**src/rtl/ore_defines.svh**
```systemverilog
`ifndef ORE_DEFINES_SVH
`define ORE_DEFINES_SVH

// bus and field widths
`define ORE_DATA_W 8
`define ORE_ADDR_W 8
`define ORE_EVT_W 5

// register offsets
`define ORE_OFS_OTG_CTRL 8'h0A
`define ORE_OFS_OTG_CTRL_SET 8'h0B
`define ORE_OFS_OTG_CTRL_CLR 8'h0C
`define ORE_OFS_RISE 8'h0D
`define ORE_OFS_RISE_SET 8'h0E
`define ORE_OFS_RISE_CLR 8'h0F
`define ORE_OFS_EVT_STATUS 8'h40
`define ORE_OFS_EVT_MASK 8'h41
`define ORE_OFS_LINE_LEVEL 8'h42

// event bit positions, shared by enable, status, mask and level
`define ORE_BIT_HOST_DISC 0
`define ORE_BIT_BUS_PWR 1
`define ORE_BIT_SESS_VALID 2
`define ORE_BIT_SESS_END 3
`define ORE_BIT_ID_GND 4

// control register bit positions
`define ORE_BIT_ID_PULLUP 0
`define ORE_BIT_DPLUS_PD 1
`define ORE_BIT_DMINUS_PD 2

// reset values and implemented-bit masks
`define ORE_RST_RISE 8'h1F
`define ORE_RST_OTG_CTRL 8'h06
`define ORE_RST_EVT_STATUS 5'h00
`define ORE_RST_EVT_MASK 5'h00
`define ORE_RISE_IMPL 8'h1F
`define ORE_OTG_IMPL 8'hFF
`define ORE_READ_IDLE 8'h00

// timing
`define ORE_CLK_HZ 20000000
`define ORE_ID_SETTLE_MS 50
`define ORE_ID_SETTLE_CYCLES (`ORE_ID_SETTLE_MS * (`ORE_CLK_HZ / 1000))

`endif

```
**src/rtl/ore_pkg.sv**
```systemverilog
`include "ore_defines.svh"

package ore_pkg;

    // watched line status, bit 4 down to bit 0
    typedef struct packed {
        logic id_grounded;
        logic session_end;
        logic session_valid;
        logic bus_power_valid;
        logic host_disconnect;
    } ore_line_status_t;

    // one register bus request
    typedef struct packed {
        logic [`ORE_ADDR_W-1:0] addr;
        logic [`ORE_DATA_W-1:0] wdata;
        logic wr;
        logic rd;
    } ore_bus_req_t;

    typedef enum logic [1:0] {
        ORE_WM_NONE,
        ORE_WM_PLAIN,
        ORE_WM_SET,
        ORE_WM_CLEAR
    } ore_wmode_t;

    typedef enum logic [1:0] {
        ORE_ST_OFF,
        ORE_ST_SETTLING,
        ORE_ST_READY
    } ore_settle_state_t;

    // register at base, set alias at base+1, clear alias at base+2
    function automatic ore_wmode_t ore_decode_wmode(
        input logic [`ORE_ADDR_W-1:0] addr,
        input logic [`ORE_ADDR_W-1:0] base
    );
        ore_wmode_t m;
        m = ORE_WM_NONE;
        if (addr == base) begin
            m = ORE_WM_PLAIN;
        end else if (addr == `ORE_ADDR_W'(base + 8'h01)) begin
            m = ORE_WM_SET;
        end else if (addr == `ORE_ADDR_W'(base + 8'h02)) begin
            m = ORE_WM_CLEAR;
        end
        return m;
    endfunction

    // next value of a register reached through plain, set or clear
    function automatic logic [`ORE_DATA_W-1:0] ore_apply_write(
        input logic [`ORE_DATA_W-1:0] cur,
        input logic [`ORE_DATA_W-1:0] wdata,
        input ore_wmode_t mode,
        input logic [`ORE_DATA_W-1:0] impl
    );
        logic [`ORE_DATA_W-1:0] n;
        n = cur;
        case (mode)
            ORE_WM_PLAIN: n = wdata;
            ORE_WM_SET: n = cur | wdata;
            ORE_WM_CLEAR: n = cur & ~wdata;
            default: n = cur;
        endcase
        return n & impl;
    endfunction

endpackage

```
**src/rtl/ore_edge_detect.sv**
```systemverilog
`timescale 1ns/10ps

module ore_edge_detect #(
    parameter int unsigned W = 5
) (
    input wire logic ref_clk_in,
    input wire logic rst_in,
    input wire logic ce_in,
    input wire logic [W-1:0] level_in,
    output logic [W-1:0] rise_out
);

    logic [W-1:0] prev_q;
    logic primed_q;

    ////////////////////////////////////////////////////////////////////////
    // previous level; first sample after reset only primes, so a level
    // already high at reset does not count as a rise
    always_ff @(posedge ref_clk_in) begin
        if (rst_in) begin
            prev_q <= '0;
            primed_q <= 1'b0;
        end else if (ce_in) begin
            prev_q <= level_in;
            primed_q <= 1'b1;
        end
    end

    // low-to-high change seen this cycle
    assign rise_out = primed_q ? (level_in & ~prev_q) : '0;

endmodule // ore_edge_detect

```
**src/rtl/ore_settle_timer.sv**
```systemverilog
`timescale 1ns/10ps

module ore_settle_timer
    import ore_pkg::*;
#(
    parameter int unsigned CYCLES = 1000000
) (
    input wire logic ref_clk_in,
    input wire logic rst_in,
    input wire logic ce_in,
    input wire logic enable_in,
    output logic ready_out
);

    localparam int unsigned CNT_W = $clog2(CYCLES + 1);
    localparam logic [CNT_W-1:0] CNT_LAST = CNT_W'(CYCLES - 1);

    ore_settle_state_t state_q;
    ore_settle_state_t state_d;
    logic [CNT_W-1:0] cnt_q;
    logic [CNT_W-1:0] cnt_d;

    ////////////////////////////////////////////////////////////////////////
    // dropping the enable restarts the whole wait
    always_comb begin
        state_d = state_q;
        cnt_d = cnt_q;
        case (state_q)
            ORE_ST_OFF: begin
                cnt_d = '0;
                if (enable_in) begin
                    state_d = ORE_ST_SETTLING;
                end
            end
            ORE_ST_SETTLING: begin
                if (!enable_in) begin
                    state_d = ORE_ST_OFF;
                end else if (cnt_q == CNT_LAST) begin
                    state_d = ORE_ST_READY;
                end else begin
                    cnt_d = CNT_W'(cnt_q + 1'b1);
                end
            end
            ORE_ST_READY: begin
                if (!enable_in) begin
                    state_d = ORE_ST_OFF;
                end
            end
            default: state_d = ORE_ST_OFF;
        endcase
    end

    always_ff @(posedge ref_clk_in) begin
        if (rst_in) begin
            state_q <= ORE_ST_OFF;
            cnt_q <= '0;
        end else if (ce_in) begin
            state_q <= state_d;
            cnt_q <= cnt_d;
        end
    end

    assign ready_out = (state_q == ORE_ST_READY);

endmodule // ore_settle_timer

```
**src/rtl/ore_rise_event_enable.sv**
```systemverilog
// Operation
// A rising edge of a watched status signal raises an event when its enable bit is 1, and all five enables reset to 1.
// Enable bit 4 governs events on a rise of the ID grounded signal.
// ID grounded rises are dropped while the ID pull-up enable is 0 and for 50 ms after it goes to 1; the code passes them for one cycle after it falls.
// Enable bit 3 governs events on a rise of the session end signal.
// Enable bit 2 governs events on a rise of session valid, which is the A-valid indication.
// Enable bit 1 governs events on a rise of the bus power valid signal.
// Enable bit 0 governs events on a rise of the host disconnect signal.
// Host disconnect rises count only in host mode, with both D+ and D- pull-downs enabled.
// A write to offset 0x0E sets each enable bit written 1, and a read there returns the enables.
// A write to offset 0x0F clears each enable bit written 1, and a read there returns the enables.
// The set and clear aliases hold nothing and act only on the enable register at 0x0D.
// Enable bits 7 to 5 read as 0 through every alias and ignore writes.
// Bit 0 of the OTG control register enables the ID pull-up and ID sampling.
// Bits 2 and 1 of the OTG control register are the D- and D+ pull-down enables and reset to 1.
`timescale 1ns/10ps
`include "ore_defines.svh"

module ore_rise_event_enable
    import ore_pkg::*;
#(
    parameter int unsigned SETTLE_CYCLES = `ORE_ID_SETTLE_CYCLES
) (
    input wire logic ref_clk_in,
    input wire logic rst_in,
    input wire logic ce_in,
    input wire ore_bus_req_t bus_in,
    output logic [`ORE_DATA_W-1:0] rdata_out,
    input wire ore_line_status_t line_status_in,
    output ore_line_status_t event_out,
    output logic irq_out,
    output logic [`ORE_DATA_W-1:0] otg_ctrl_out,
    output logic id_line_pullup_enable_out,
    output logic dplus_pulldown_enable_out,
    output logic dminus_pulldown_enable_out,
    output logic id_sampling_ready_out
);

    ////////////////////////////////////////////////////////////////////////
    // state

    logic [`ORE_DATA_W-1:0] rise_en_q;
    logic [`ORE_DATA_W-1:0] rise_en_d;
    logic [`ORE_DATA_W-1:0] otg_ctrl_q;
    logic [`ORE_DATA_W-1:0] otg_ctrl_d;
    logic [`ORE_EVT_W-1:0] evt_status_q;
    logic [`ORE_EVT_W-1:0] evt_status_d;
    logic [`ORE_EVT_W-1:0] evt_mask_q;
    logic [`ORE_EVT_W-1:0] evt_mask_d;
    logic [`ORE_EVT_W-1:0] event_q;
    logic [`ORE_DATA_W-1:0] rdata_q;
    logic [`ORE_DATA_W-1:0] rdata_d;

    ////////////////////////////////////////////////////////////////////////
    // address decode

    wire logic wr_go = bus_in.wr & ce_in;
    wire logic rd_go = bus_in.rd & ce_in;

    // three addresses, one register behind them
    wire ore_wmode_t rise_mode = ore_decode_wmode(bus_in.addr,
                                                  `ORE_OFS_RISE);
    wire ore_wmode_t otg_mode = ore_decode_wmode(bus_in.addr,
                                                 `ORE_OFS_OTG_CTRL);

    wire logic hit_rise = (rise_mode != ORE_WM_NONE);
    wire logic hit_otg = (otg_mode != ORE_WM_NONE);
    wire logic hit_status = (bus_in.addr == `ORE_OFS_EVT_STATUS);
    wire logic hit_mask = (bus_in.addr == `ORE_OFS_EVT_MASK);
    wire logic hit_level = (bus_in.addr == `ORE_OFS_LINE_LEVEL);

    wire ore_wmode_t rise_wmode = wr_go ? rise_mode : ORE_WM_NONE;
    wire ore_wmode_t otg_wmode = wr_go ? otg_mode : ORE_WM_NONE;
    wire logic wr_status = wr_go & hit_status;
    wire logic wr_mask = wr_go & hit_mask;

    ////////////////////////////////////////////////////////////////////////
    // rise enable register, plain / set / clear access

    // set alias ors in ones, clear alias removes them
    assign rise_en_d = ore_apply_write(rise_en_q, bus_in.wdata, rise_wmode,
                                       `ORE_RISE_IMPL);

    // every rise enabled out of reset
    always_ff @(posedge ref_clk_in) begin
        if (rst_in) begin
            rise_en_q <= `ORE_RST_RISE;
        end else if (ce_in) begin
            rise_en_q <= rise_en_d;
        end
    end

    ////////////////////////////////////////////////////////////////////////
    // otg control register, same three-alias scheme

    assign otg_ctrl_d = ore_apply_write(otg_ctrl_q, bus_in.wdata, otg_wmode,
                                        `ORE_OTG_IMPL);

    // pull-downs connected from reset, pull-up off
    always_ff @(posedge ref_clk_in) begin
        if (rst_in) begin
            otg_ctrl_q <= `ORE_RST_OTG_CTRL;
        end else if (ce_in) begin
            otg_ctrl_q <= otg_ctrl_d;
        end
    end

    // control outputs straight from the register
    assign id_line_pullup_enable_out =
        otg_ctrl_q[`ORE_BIT_ID_PULLUP];
    assign dplus_pulldown_enable_out =
        otg_ctrl_q[`ORE_BIT_DPLUS_PD];
    assign dminus_pulldown_enable_out =
        otg_ctrl_q[`ORE_BIT_DMINUS_PD];
    assign otg_ctrl_out = otg_ctrl_q;

    // host mode needs both line pull-downs
    wire logic host_mode = otg_ctrl_q[`ORE_BIT_DPLUS_PD] &
                           otg_ctrl_q[`ORE_BIT_DMINUS_PD];

    ////////////////////////////////////////////////////////////////////////
    // id settle wait after the pull-up is switched on

    wire logic id_ready;

    // long wait; parameter lets simulation shorten it
    ore_settle_timer #(
        .CYCLES(SETTLE_CYCLES)
    ) u_id_settle (
        .ref_clk_in(ref_clk_in),
        .rst_in(rst_in),
        .ce_in(ce_in),
        .enable_in(otg_ctrl_q[`ORE_BIT_ID_PULLUP]),
        .ready_out(id_ready)
    );

    assign id_sampling_ready_out = id_ready;

    ////////////////////////////////////////////////////////////////////////
    // edge detection on the watched lines

    wire logic [`ORE_EVT_W-1:0] line_level = line_status_in;
    wire logic [`ORE_EVT_W-1:0] line_rise;

    ore_edge_detect #(
        .W(`ORE_EVT_W)
    ) u_rise (
        .ref_clk_in(ref_clk_in),
        .rst_in(rst_in),
        .ce_in(ce_in),
        .level_in(line_level),
        .rise_out(line_rise)
    );

    ////////////////////////////////////////////////////////////////////////
    // per-bit qualification of each rise

    wire logic [`ORE_EVT_W-1:0] rise_gate;

    // id rise dropped while the settle timer is off or still settling; it goes off a cycle after the pull-up
    assign rise_gate[`ORE_BIT_ID_GND] =
        rise_en_q[`ORE_BIT_ID_GND] & id_ready;
    assign rise_gate[`ORE_BIT_SESS_END] =
        rise_en_q[`ORE_BIT_SESS_END];
    assign rise_gate[`ORE_BIT_SESS_VALID] =
        rise_en_q[`ORE_BIT_SESS_VALID];
    assign rise_gate[`ORE_BIT_BUS_PWR] =
        rise_en_q[`ORE_BIT_BUS_PWR];
    // disconnect only means something when we are the host
    assign rise_gate[`ORE_BIT_HOST_DISC] =
        rise_en_q[`ORE_BIT_HOST_DISC] & host_mode;

    // a rise that passes its gate becomes an event
    wire logic [`ORE_EVT_W-1:0] evt_hit = line_rise & rise_gate;

    ////////////////////////////////////////////////////////////////////////
    // event pulse towards the delivery path

    always_ff @(posedge ref_clk_in) begin
        if (rst_in) begin
            event_q <= '0;
        end else if (ce_in) begin
            event_q <= evt_hit;
        end
    end

    assign event_out = event_q;

    ////////////////////////////////////////////////////////////////////////
    // sticky status and mask, interrupt output

    // write one to clear; a new event in the same cycle wins
    wire logic [`ORE_EVT_W-1:0] status_clr =
        wr_status ? bus_in.wdata[`ORE_EVT_W-1:0] : '0;

    assign evt_status_d = (evt_status_q & ~status_clr) | evt_hit;
    assign evt_mask_d = wr_mask ? bus_in.wdata[`ORE_EVT_W-1:0] : evt_mask_q;

    always_ff @(posedge ref_clk_in) begin
        if (rst_in) begin
            evt_status_q <= `ORE_RST_EVT_STATUS;
            evt_mask_q <= `ORE_RST_EVT_MASK;
        end else if (ce_in) begin
            evt_status_q <= evt_status_d;
            evt_mask_q <= evt_mask_d;
        end
    end

    // level output, stays up until software clears the bit
    assign irq_out = |(evt_status_q & evt_mask_q);

    ////////////////////////////////////////////////////////////////////////
    // read path, data one cycle after the strobe

    wire logic [`ORE_DATA_W-1:0] rd_rise =
        rise_en_q & `ORE_RISE_IMPL;
    wire logic [`ORE_DATA_W-1:0] rd_status =
        {{(`ORE_DATA_W-`ORE_EVT_W){1'b0}}, evt_status_q};
    wire logic [`ORE_DATA_W-1:0] rd_mask =
        {{(`ORE_DATA_W-`ORE_EVT_W){1'b0}}, evt_mask_q};
    wire logic [`ORE_DATA_W-1:0] rd_level =
        {{(`ORE_DATA_W-`ORE_EVT_W){1'b0}}, line_level};

    // unmapped addresses read as zero; all aliases read the same store
    wire logic [`ORE_DATA_W-1:0] rd_value =
        hit_rise ? rd_rise :
        hit_otg ? otg_ctrl_q :
        hit_status ? rd_status :
        hit_mask ? rd_mask :
        hit_level ? rd_level :
        `ORE_READ_IDLE;

    // data only in the cycle right after the strobe
    assign rdata_d = rd_go ? rd_value : `ORE_READ_IDLE;

    always_ff @(posedge ref_clk_in) begin
        if (rst_in) begin
            rdata_q <= `ORE_READ_IDLE;
        end else if (ce_in) begin
            rdata_q <= rdata_d;
        end
    end

    assign rdata_out = rdata_q;

endmodule // ore_rise_event_enable

```
**config.mk**
```make
export PLATFORM = sky130hd
export DESIGN_NAME = ore_rise_event_enable
export DESIGN_NICKNAME = d
export VERILOG_FILES = /design/src/rtl/ore_pkg.sv /design/src/rtl/ore_edge_detect.sv /design/src/rtl/ore_settle_timer.sv /design/src/rtl/ore_rise_event_enable.sv
export VERILOG_INCLUDE_DIRS = /design/src /design/src/rtl
export SDC_FILE = /design/constraint.sdc
export NUM_CORES = 1
export LEC_CHECK = 0
export ABC_CLOCK_PERIOD_IN_PS = 2250
export BUFFER_PORTS_ARGS = -buffer_cell sky130_fd_sc_hd__buf_2
export CAP_MARGIN = 25
export CORE_MARGIN = 8
export CORE_UTILIZATION = 56
export DETAILED_ROUTE_END_ITERATION = 16
export PLACE_DENSITY = 0.92
export SLEW_MARGIN = 10
export SYNTH_ARGS = -nofsm -noshare
export SYNTH_HDL_FRONTEND = slang
export SYNTH_SLANG_ARGS = --single-unit
```
**constraint.sdc**
```tcl
create_clock -name ref_clk_in -period 2.25 [get_ports ref_clk_in]
set_input_delay 0.225 -clock ref_clk_in [delete_from_list [all_inputs] [get_ports ref_clk_in]]
set_output_delay 0.225 -clock ref_clk_in [all_outputs]
set_load 0.1 [all_outputs]
```
== Word-level counts from Yosys, hierarchy flattened ==
Cells that the tools add are included.
Word-level totals
  logic and storage cells: 91
  latch bits: 0
  bits of input ports: 26
  bits in registers: 64
  memory bits (read-only): 0
  output and inout port bits: 26
  memory bits (writable): 0
  memories kept: 0
Operators by class
  $lt $le $gt $ge: 0
  reduce and logical (&&, ||, !) cells: 12
  equal/unequal tests: 23
  add/subtract/negate cells: 1
  bitwise gates (word level): 19
  muxes and demuxes: 26
  div/mod/pow operators: 0
  shifts and indexed selects: 0
  multiply operators: 0
Operator list (count)
  $eq A8 B4 Y1 const B: 6
  $mux W20: 2
  $pmux W20 S2: 1
  $and A5 B5 Y5: 5
  $mux W5: 5
  $eq A8 B7 Y1 const B: 3
  $mux W2: 12
  $mux W8: 3
  $pmux W8 S3: 1
  $add A20 B1 Y20 const B: 1
  $eq A20 B20 Y1 const B: 1
  $pmux W5 S3: 1
  $eq A2 B2 Y1 const B: 5
  $not A5 Y5: 2
  $or A5 B5 Y5: 2
  $and A8 B8 Y8: 1
  $ne A2 B2 Y1 const B: 4
  $not A8 Y8: 1
  $or A8 B8 Y8: 1
  $reduce_and A4 Y1: 2
  $and A1 B1 Y1: 7
  $eq A2 B1 Y1 const B: 3
  $pmux W2 S3: 1
  $reduce_and A2 Y1: 3
  5 further kinds: 8

== Longest topological paths before layout ==
Gate-level depths: netlist of the first run.
  depth after elaboration: 8
  mapped depth: 7
  gate-level depth less buffers: 5

== Cells and area by module ==
From an unflattened synthesis of the first run, not the netlist that was laid out.
Second synthesis, totals
  cells, all modules: 390
  area total of the unflattened synthesis: 3447.1 um^2
Modules (own cells, without submodules)
  ore_rise_event_enable: area an instance 1900.6 um^2, instances 1, cells an instance 215, seq. area each 720.7 um^2
  ore_settle_timer: area an instance 1295.0 um^2, instances 1, cells an instance 151, seq. area each 440.4 um^2
  ore_edge_detect: area an instance 251.5 um^2, instances 1, cells an instance 24, seq. area each 120.1 um^2

== Worst setup path after synthesis of the first run ==
Ideal clock, no wire load.
  path kind: reg-to-reg
  start point: reg otg_ctrl_q[0] (netlist: otg_ctrl_out[0])
  end point: reg u_id_settle.cnt_q[18]
  period minus slack after synthesis: 2.325 ns
  cell stages (with the launch flop): 6
  buffers on the path: 0
  data required time: 2.180 ns
  data arrival time: 2.255 ns
  setup time: 0.070 ns
  slack: -0.075 ns
  path through: dfxtp_1 -> nor2b_1 -> nor3_4 -> nand3_1 -> or4_1 -> a21oi_1
On the way
  longest elaborated chain between the ends: 2
RTL lines
  from (decl): RTL line ore_rise_event_enable.sv:44  | logic [`ORE_DATA_W-1:0] otg_ctrl_q;
  from (signal assigned): RTL line ore_rise_event_enable.sv:102  | otg_ctrl_q <= `ORE_RST_OTG_CTRL;
  from (signal assigned): RTL line ore_rise_event_enable.sv:104  | otg_ctrl_q <= otg_ctrl_d;
  $ne A2 B2 Y1 (no source line)
  $reduce_and A4 Y1 (no source line)
  to (signal assigned): RTL line ore_settle_timer.sv:59  | cnt_q <= cnt_d;
  to (decl): RTL line ore_settle_timer.sv:20  | logic [CNT_W-1:0] cnt_q;
Every way passes these cells.
A chain may end at the register's enable or synchronous reset.

== Final worst setup path of the first run ==
  start point: reg u_id_settle.state_q[1]
  end point: reg u_id_settle.cnt_q[18]
On the way
  longest elaborated chain between the ends: 3
  elaborated cells on any way between the ends: 7
  those cells by class: eq/ne: 3; mux: 1; reduce/logical: 3
RTL lines
  from (decl): RTL line ore_settle_timer.sv:18  | ore_settle_state_t state_q;
  from (signal assigned): RTL line ore_settle_timer.sv:58  | state_q <= state_d;
  $eq A2 B1 Y1 or $logic_not A2 Y1 (tied branches): RTL line ore_settle_timer.sv:28  | case (state_q)
  $ne A2 B2 Y1 (no source line) or $reduce_bool A2 Y1 (tied branches)
  $reduce_and A4 Y1 (no source line)
Several ways; a longest one is shown, not always the timed one.

==> reports/results.txt, run 1 <==
Mapped Cells: 368
TNS Setup: 0 ns
first-pass GRT wire length: 14,300 microns
worst-skew pair later-pin latency: 0.34 ns
vias: 2,967
Crit path max-delay family: simple AND/OR/NAND/NOR gates
GR Overflow Total: 0
DR WL met2: 4460 microns
crit start category: flip-flop
antenna viol nets, final: 0
layout cell share with drive strength beyond 1: 20.0%
# DRC: 0
worst-path fanout max: 9
Layout Cells excl Fill: 496
ys flop type: dfxtp_1
standard-cell rows: 27
final-report hold violation count: 0
GP Congestion: 0.922
Syn Std Cell Area: 3070 sq um
WS Path Type: reg -> reg
Pleak: 1.50 nW
CP Data Arrival Time: 2.21 ns
hpwl dp: 6100 microns
crit share post-route: 86.1%
worst stage delay on the critical path: 0.47 ns
global-route usage over all layers: 21.3%
maximum VDD drop: 0.000806 V
Setup Skew: 0.00330 ns
DP Area: 3390 sq um
CP required: 2.53 ns
CTS tree: yes
Distinct cells, synth: 48
Worst-path clk slew: 0.07 ns
Slew Limit Headroom: 58.7%
area added between synthesis and finish: 18.5%
vias in the first global route: 3,032
clock sinks: 64
root buf cell: clkbuf_8
Hold Buf Count CTS: 0
wirelength, routed: 8540 microns
M1 WL: 3410 microns
WL met3: 405 microns
ys async rst share: 0%
hold slack: 0.161 ns
final instance area: 3640 sq um
f_max: 516 MHz
wire per inst: 17.2 microns
EDFF count, synth: 0
Max Slew Vio Count: 0
Die W: 90.0 microns
yosys synthesis warning count: 0
post-layout util: 67.3%
Crit. End Element: flip-flop
Mapped Nets: 395
CTS Buffer Depth: 2
flops & latches, synth: 64
Post-CTS Setup Bufs: 0
Hold Crit Class: in -> reg
H-tree depth: 3
Seq/Total Area, Yosys: 41.7%
DR top layer: met4
IO Pins: 52
syn_area_per_cell: 8.34 sq um
First DRT Iteration DRCs: 258
worst-margin pin slew: 0.613 ns
core area: 5410 sq um
Final Setup Violations: 0
status: finished clean
die height: 90.0 microns
drt via density: 5.98
final net count: 446
DIE AREA: 8110 sq um
final antenna diode count: 0
CP max-delay cell: or4_1
Initial Utilization: 56.8%
port bufs: 51
largest net degree at the start of global routing: 41
PwrDens: 708 nW/um^2
RSZ-0062 raised after global routing: false
total of max-cap violations: 0
CTS resizes: 0
total CTS buffers: 9
Cells after DPL: 480
TritonRoute pass-1 iters: 6
minimum clock period: 1.94 ns
CP bufs+invs: 0
initial antenna violation count: 0
crit path cell chain: nand2b_1 -> nor3_4 -> nand3_1 -> or4_1 -> a21oi_1
==> final timing paths <==
kind,from,to,slack [ns],cells after the start
max,u_id_settle.state_q[1],u_id_settle.cnt_q[18],0.31,5
min,line_status_in[1],u_rise.prev_q[1],0.16,3
min reg2reg,rdata_out[2],rdata_out[2],0.46,2
max reg2reg,u_id_settle.state_q[1],u_id_settle.cnt_q[18],0.31,5
==> final cells by class <==
class	instances	area, sq um
inverter	6	22.5
multi-input combinational	280	1680
clock buffer	10	138
clock inverter	6	115
fill	446	1770
sequential	64	1280
timing repair buffer	58	308
tap	72	90.1
==> sequential cells by signal (all words and copies together) (netlist names) <==
name,cells
event_out,5
rdata_out,8
u_id_settle.cnt_q,20
rise_en_q,5
otg_ctrl_out,8
evt_mask_q,5
evt_status_q,5
u_rise.primed_q,1
u_rise.prev_q,5
u_id_settle.state_q,2
==> where the power goes <==
group | leakage [nW] | switching [mW] | internal [mW] | total [mW]
clock network | 0.123 | 0.467 | 0.772 | 1.24
logic | 0.861 | 0.118 | 0.0585 | 0.176
registers | 0.519 | 0.0135 | 1.15 | 1.16
total | 1.50 | 0.599 | 1.98 | 2.58
==> worst register-to-register path, cell delays in order (launching register included) <==
cell      delay (ns)
dfxtp_1         0.34
nand2b_1        0.24
nor3_4          0.40
nand3_1         0.27
or4_1           0.47
a21oi_1         0.15
==> layout by cell type, fill, tap and decap left out, types with 3 or more instances in the layout <==
cell type	n
nor2_1	45
a31o_1	5
nand2_1	41
a21oi_1	26
or4_1	3
o21ai_0	21
o31ai_1	6
o211ai_1	3
buf_2	51
and2_1	5
a31oi_1	5
mux2i_1	15
inv_1	6
nand4_1	12
or3_1	4
and4_1	4
buf_4	7
bufinv_16	3
a2bb2oi_1	5
and3_1	10
nor2b_1	8
nand4b_1	3
dfxtp_1	63
nand3_1	12
nand2b_1	9
clkbuf_8	10
xor2_1	11
==> synth_stat cells (all sizes together) (6+ instances only) <==
cell | n | area (sq um)
clkbuf | 10 | 37.5
o21ai | 22 | 110
a21oi | 26 | 130
nor2b | 9 | 56.3
inv | 6 | 22.5
nand2b | 9 | 56.3
a31o | 6 | 52.6
and3 | 10 | 62.6
xor2 | 11 | 96.3
nand4 | 12 | 75.1
mux2i | 15 | 150
buf | 8 | 47.6
nand3 | 12 | 60.1
nor2 | 46 | 175
nand2 | 41 | 154
dfxtp | 64 | 1280
o31ai | 6 | 45.0
==> routing by layer <==
metal,vias up,global-route usage [%]
li1,1411,-
met2,126,37.7
met5,-,0
met4,0,11.5
met3,28,5.65
met1,1402,22.5
==> cells by family after synthesis <==
group	after synthesis	share of synthesized area [%]
simple gates	174	30.3
buf+inv	24	3.51
mux	15	4.89
xor+xnor	11	3.14
flops	64	41.7
fa+ha+maj	1	0.408
compound gates	79	16.0
==> through the flow <==
| stage | setup slack, ns | total power [mW] |
|---|---|---|
| after CTS | 0.324 | 2.59 |
| final | 0.314 | 2.58 |
| after detailed placement | 0.334 | 1.36 |
| after global routing | 0.143 | 2.67 |
| after global placement | 0.415 | 1.35 |
| after floorplan | 0.305 | 1.30 |
Note: power is estimated with default switching activity, not from simulation.
==> run 2, diff against run 1 <==
--- a/config.mk
+++ b/config.mk
@@ -9,10 +9,12 @@
 export ABC_CLOCK_PERIOD_IN_PS = 2250
 export BUFFER_PORTS_ARGS = -buffer_cell sky130_fd_sc_hd__buf_2
 export CAP_MARGIN = 25
+export CORE_ASPECT_RATIO = 0.5
 export CORE_MARGIN = 8
-export CORE_UTILIZATION = 56
+export CORE_UTILIZATION = 58
+export CTS_BUF_LIST = sky130_fd_sc_hd__clkbuf_4 sky130_fd_sc_hd__clkbuf_8
 export DETAILED_ROUTE_END_ITERATION = 16
-export PLACE_DENSITY = 0.92
+export PLACE_DENSITY = 0.94
 export SLEW_MARGIN = 10
 export SYNTH_ARGS = -nofsm -noshare
 export SYNTH_HDL_FRONTEND = slang
==> run 2 against run 1 <==
Sequential share of layout area grew 0.11 points. Routed wire length shrank 3.9%. Hold slack lost 0.0011 ns. Critical path depth is the same. Utilization grew 4.9 points. Sequential power is essentially flat. First-iteration DRC count grew 5.8%.
==> reports/results.txt, run 2 (synthesis results as in run 1) <==
worst hold endpoint: u_rise.prev_q[0]
WS Path Type: reg -> reg
Setup Skew: 0.00850 ns (+0.00520 ns)
Crit. End Element: flip-flop
area added between synthesis and finish: 18.2%
die height: 67.4 microns (-25%)
Clk pwr share: 47.3% (-0.8 points)
Hold Buf Count CTS: 0 (unchanged)
antenna viol nets, final: 0 (unchanged)
CP Data Arrival Time: 2.15 ns (-0.06 ns)
reg2reg end: u_id_settle.cnt_q[18]
IO Pins: 52 (unchanged)
wire per inst: 16.6 microns (-3.5%)
worst-skew pair later-pin latency: 0.35 ns (about the same)
Worst-path clk slew: 0.08 ns (about the same)
standard-cell rows: 18 (-33%)
RSZ-0062 raised after global routing: false
Pleak: 1.50 nW (-0.24%)
hpwl dp: 5500 microns (-9.8%)
# DRC: 0 (unchanged)
Internal Pwr Total: 1.94 mW (-1.8%)
TritonRoute pass-1 iters: 6 (unchanged)
minimum clock period: 1.87 ns (-0.0686 ns)
switching share of total power: 23.4% (+0.18 points)
drt via density: 6.13 (+2.5%)
PwrDens: 700 nW/um^2 (-1.2%)
Final Setup Violations: 0 (unchanged)
first-pass GRT wire length: 13,600 microns (-4.8%)
Max Slew Vio Count: 0 (unchanged)
CTS Buffer Depth: 2 (unchanged)
f_max: 535 MHz (+3.7%)
vias: 3,030 (+2.1%)
largest net degree at the start of global routing: 41 (unchanged)
global-route usage over all layers: 21.0% (-0.29 points)
Total Power: 2.54 mW (-1.5%)
DIE AREA: 8020 sq um (-1.1%)
worst-path fanout max: 9 (unchanged)
crit start category: flip-flop
layout cell share with drive strength beyond 1: 20.0% (unchanged)
Logic pwr share: 7.0% (+0.2 points)
reg2reg setup slack: 0.38 ns (+0.07 ns)
total CTS buffers: 9 (unchanged)
status: finished clean
initial antenna violation count: 0 (unchanged)
worst-margin pin slew: 0.572 ns (-0.0410 ns)
CP required: 2.53 ns (about the same)
GR Overflow Total: 0 (unchanged)
max reg flops: 20 (unchanged)
Cells after DPL: 478 (-0.42%)
Initial Utilization: 61.1% (+4.3 points)
maximum VDD drop: 0.000420 V (-48%)
final-report hold violation count: 0 (unchanged)
Sequential Power Share: 45.8% (+0.7 points)
Worst Hold Depth: 3 (unchanged)
switching power: 594 uW (-0.74%)
vias in the first global route: 2,902 (-4.3%)
CTS resizes: 0 (unchanged)
CTS tree: yes
port bufs: 51 (unchanged)
Layout Cells excl Fill: 494 (-0.40%)
First DRT Iteration DRCs: 273 (+5.8%)
core area: 5020 sq um (-7.1%)
TNS Setup: 0 ns (unchanged)
Slew Limit Headroom: 61.4% (+2.8 points)
Die W: 119 microns (+32%)
wirelength, routed: 8200 microns (-3.9%)
final antenna diode count: 0 (unchanged)
worst reg2reg path depth: 5 (unchanged)
Biggest register: u_id_settle.cnt_q
GP Congestion: 0.939 (+1.9%)
crit share post-route: 83.0% (-3.0 points)
commonest non-fill, non-tap cell in the layout: dfxtp_1
H-tree depth: 3 (unchanged)
total of max-cap violations: 0 (unchanged)
root buf cell: clkbuf_8
most frequent cells in the layout: dfxtp_1, buf_2, nor2_1
clock sinks: 64 (unchanged)
R2R Path Start: u_id_settle.state_q[1]
final net count: 446 (unchanged)
Post-CTS Setup Bufs: 0 (unchanged)
Hold Crit Class: in -> reg
Hold Path Origin: line_status_in[0]
run 2: area by class of cell:
class,count,area [sq um]
Tap cell,70,87.6
Clock buffer,9,124
Inverter,6,22.5
Clock inverter,7,120
Multi-Input combinational cell,280,1680
Sequential cell,64,1280
Fill cell,353,1400
Timing Repair Buffer,58,308
run 2: power groups by stage:
stage / sequential (mW) / clock [mW] / combinational [mW]
2_1_floorplan: 1.20 / 0 / 0.0946
3_3_place_gp: 1.19 / 0 / 0.166
3_5_place_dp: 1.19 / 0 / 0.169
4_1_cts: 1.16 / 1.21 / 0.173
5_1_grt: 1.16 / 1.28 / 0.189
6_report: 1.16 / 1.20 / 0.177
run 2: through the flow:
step | hold WS [ns] | setup WS [ns] | utilization (%) | instance area, sq um
6_report | 0.160 | 0.382 | 72.2 | 3630
5_1_grt | 0.169 | 0.225 | 72.2 | 3630
4_1_cts | 0.144 | 0.396 | 72.2 | 3630
3_5_place_dp | 0.438 | 0.335 | 67.4 | 3380
3_3_place_gp | 0.437 | 0.394 | 67.4 | 3380
2_1_floorplan | 0.369 | 0.305 | - | 3070
run 2: worst max-delay path, stage by stage, from the launching register on:
cell	delay (ns)
dfxtp_1	0.34
nand2b_1	0.24
nor3_4	0.39
nand3_1	0.25
or4_1	0.45
a21oi_1	0.14
run 2: how the worst max path moves through the flow:
stage	start	end	slack (ns)	cells past startpoint
6_report	u_id_settle.state_q[1]	u_id_settle.cnt_q[18]	0.38	5
5_1_grt	u_id_settle.state_q[1]	u_id_settle.cnt_q[18]	0.22	5
4_1_cts	u_id_settle.state_q[1]	u_id_settle.cnt_q[18]	0.40	5
3_5_place_dp	bus_in[17]	otg_ctrl_out[7]	0.34	7
3_3_place_gp	bus_in[17]	otg_ctrl_out[7]	0.39	6
2_1_floorplan	otg_ctrl_out[0]	u_id_settle.cnt_q[18]	0.31	5
run 2: per-layer routing:
metal	routed length, microns	vias up	global-route usage [%]	part of all wire [%]
li1	-	1420	-	-
met1	3340	1408	22.9	41
met2	3930	151	37.2	48
met3	558	51	5.24	6.8
met4	381	0	13.9	4.6
met5	0	-	0	0
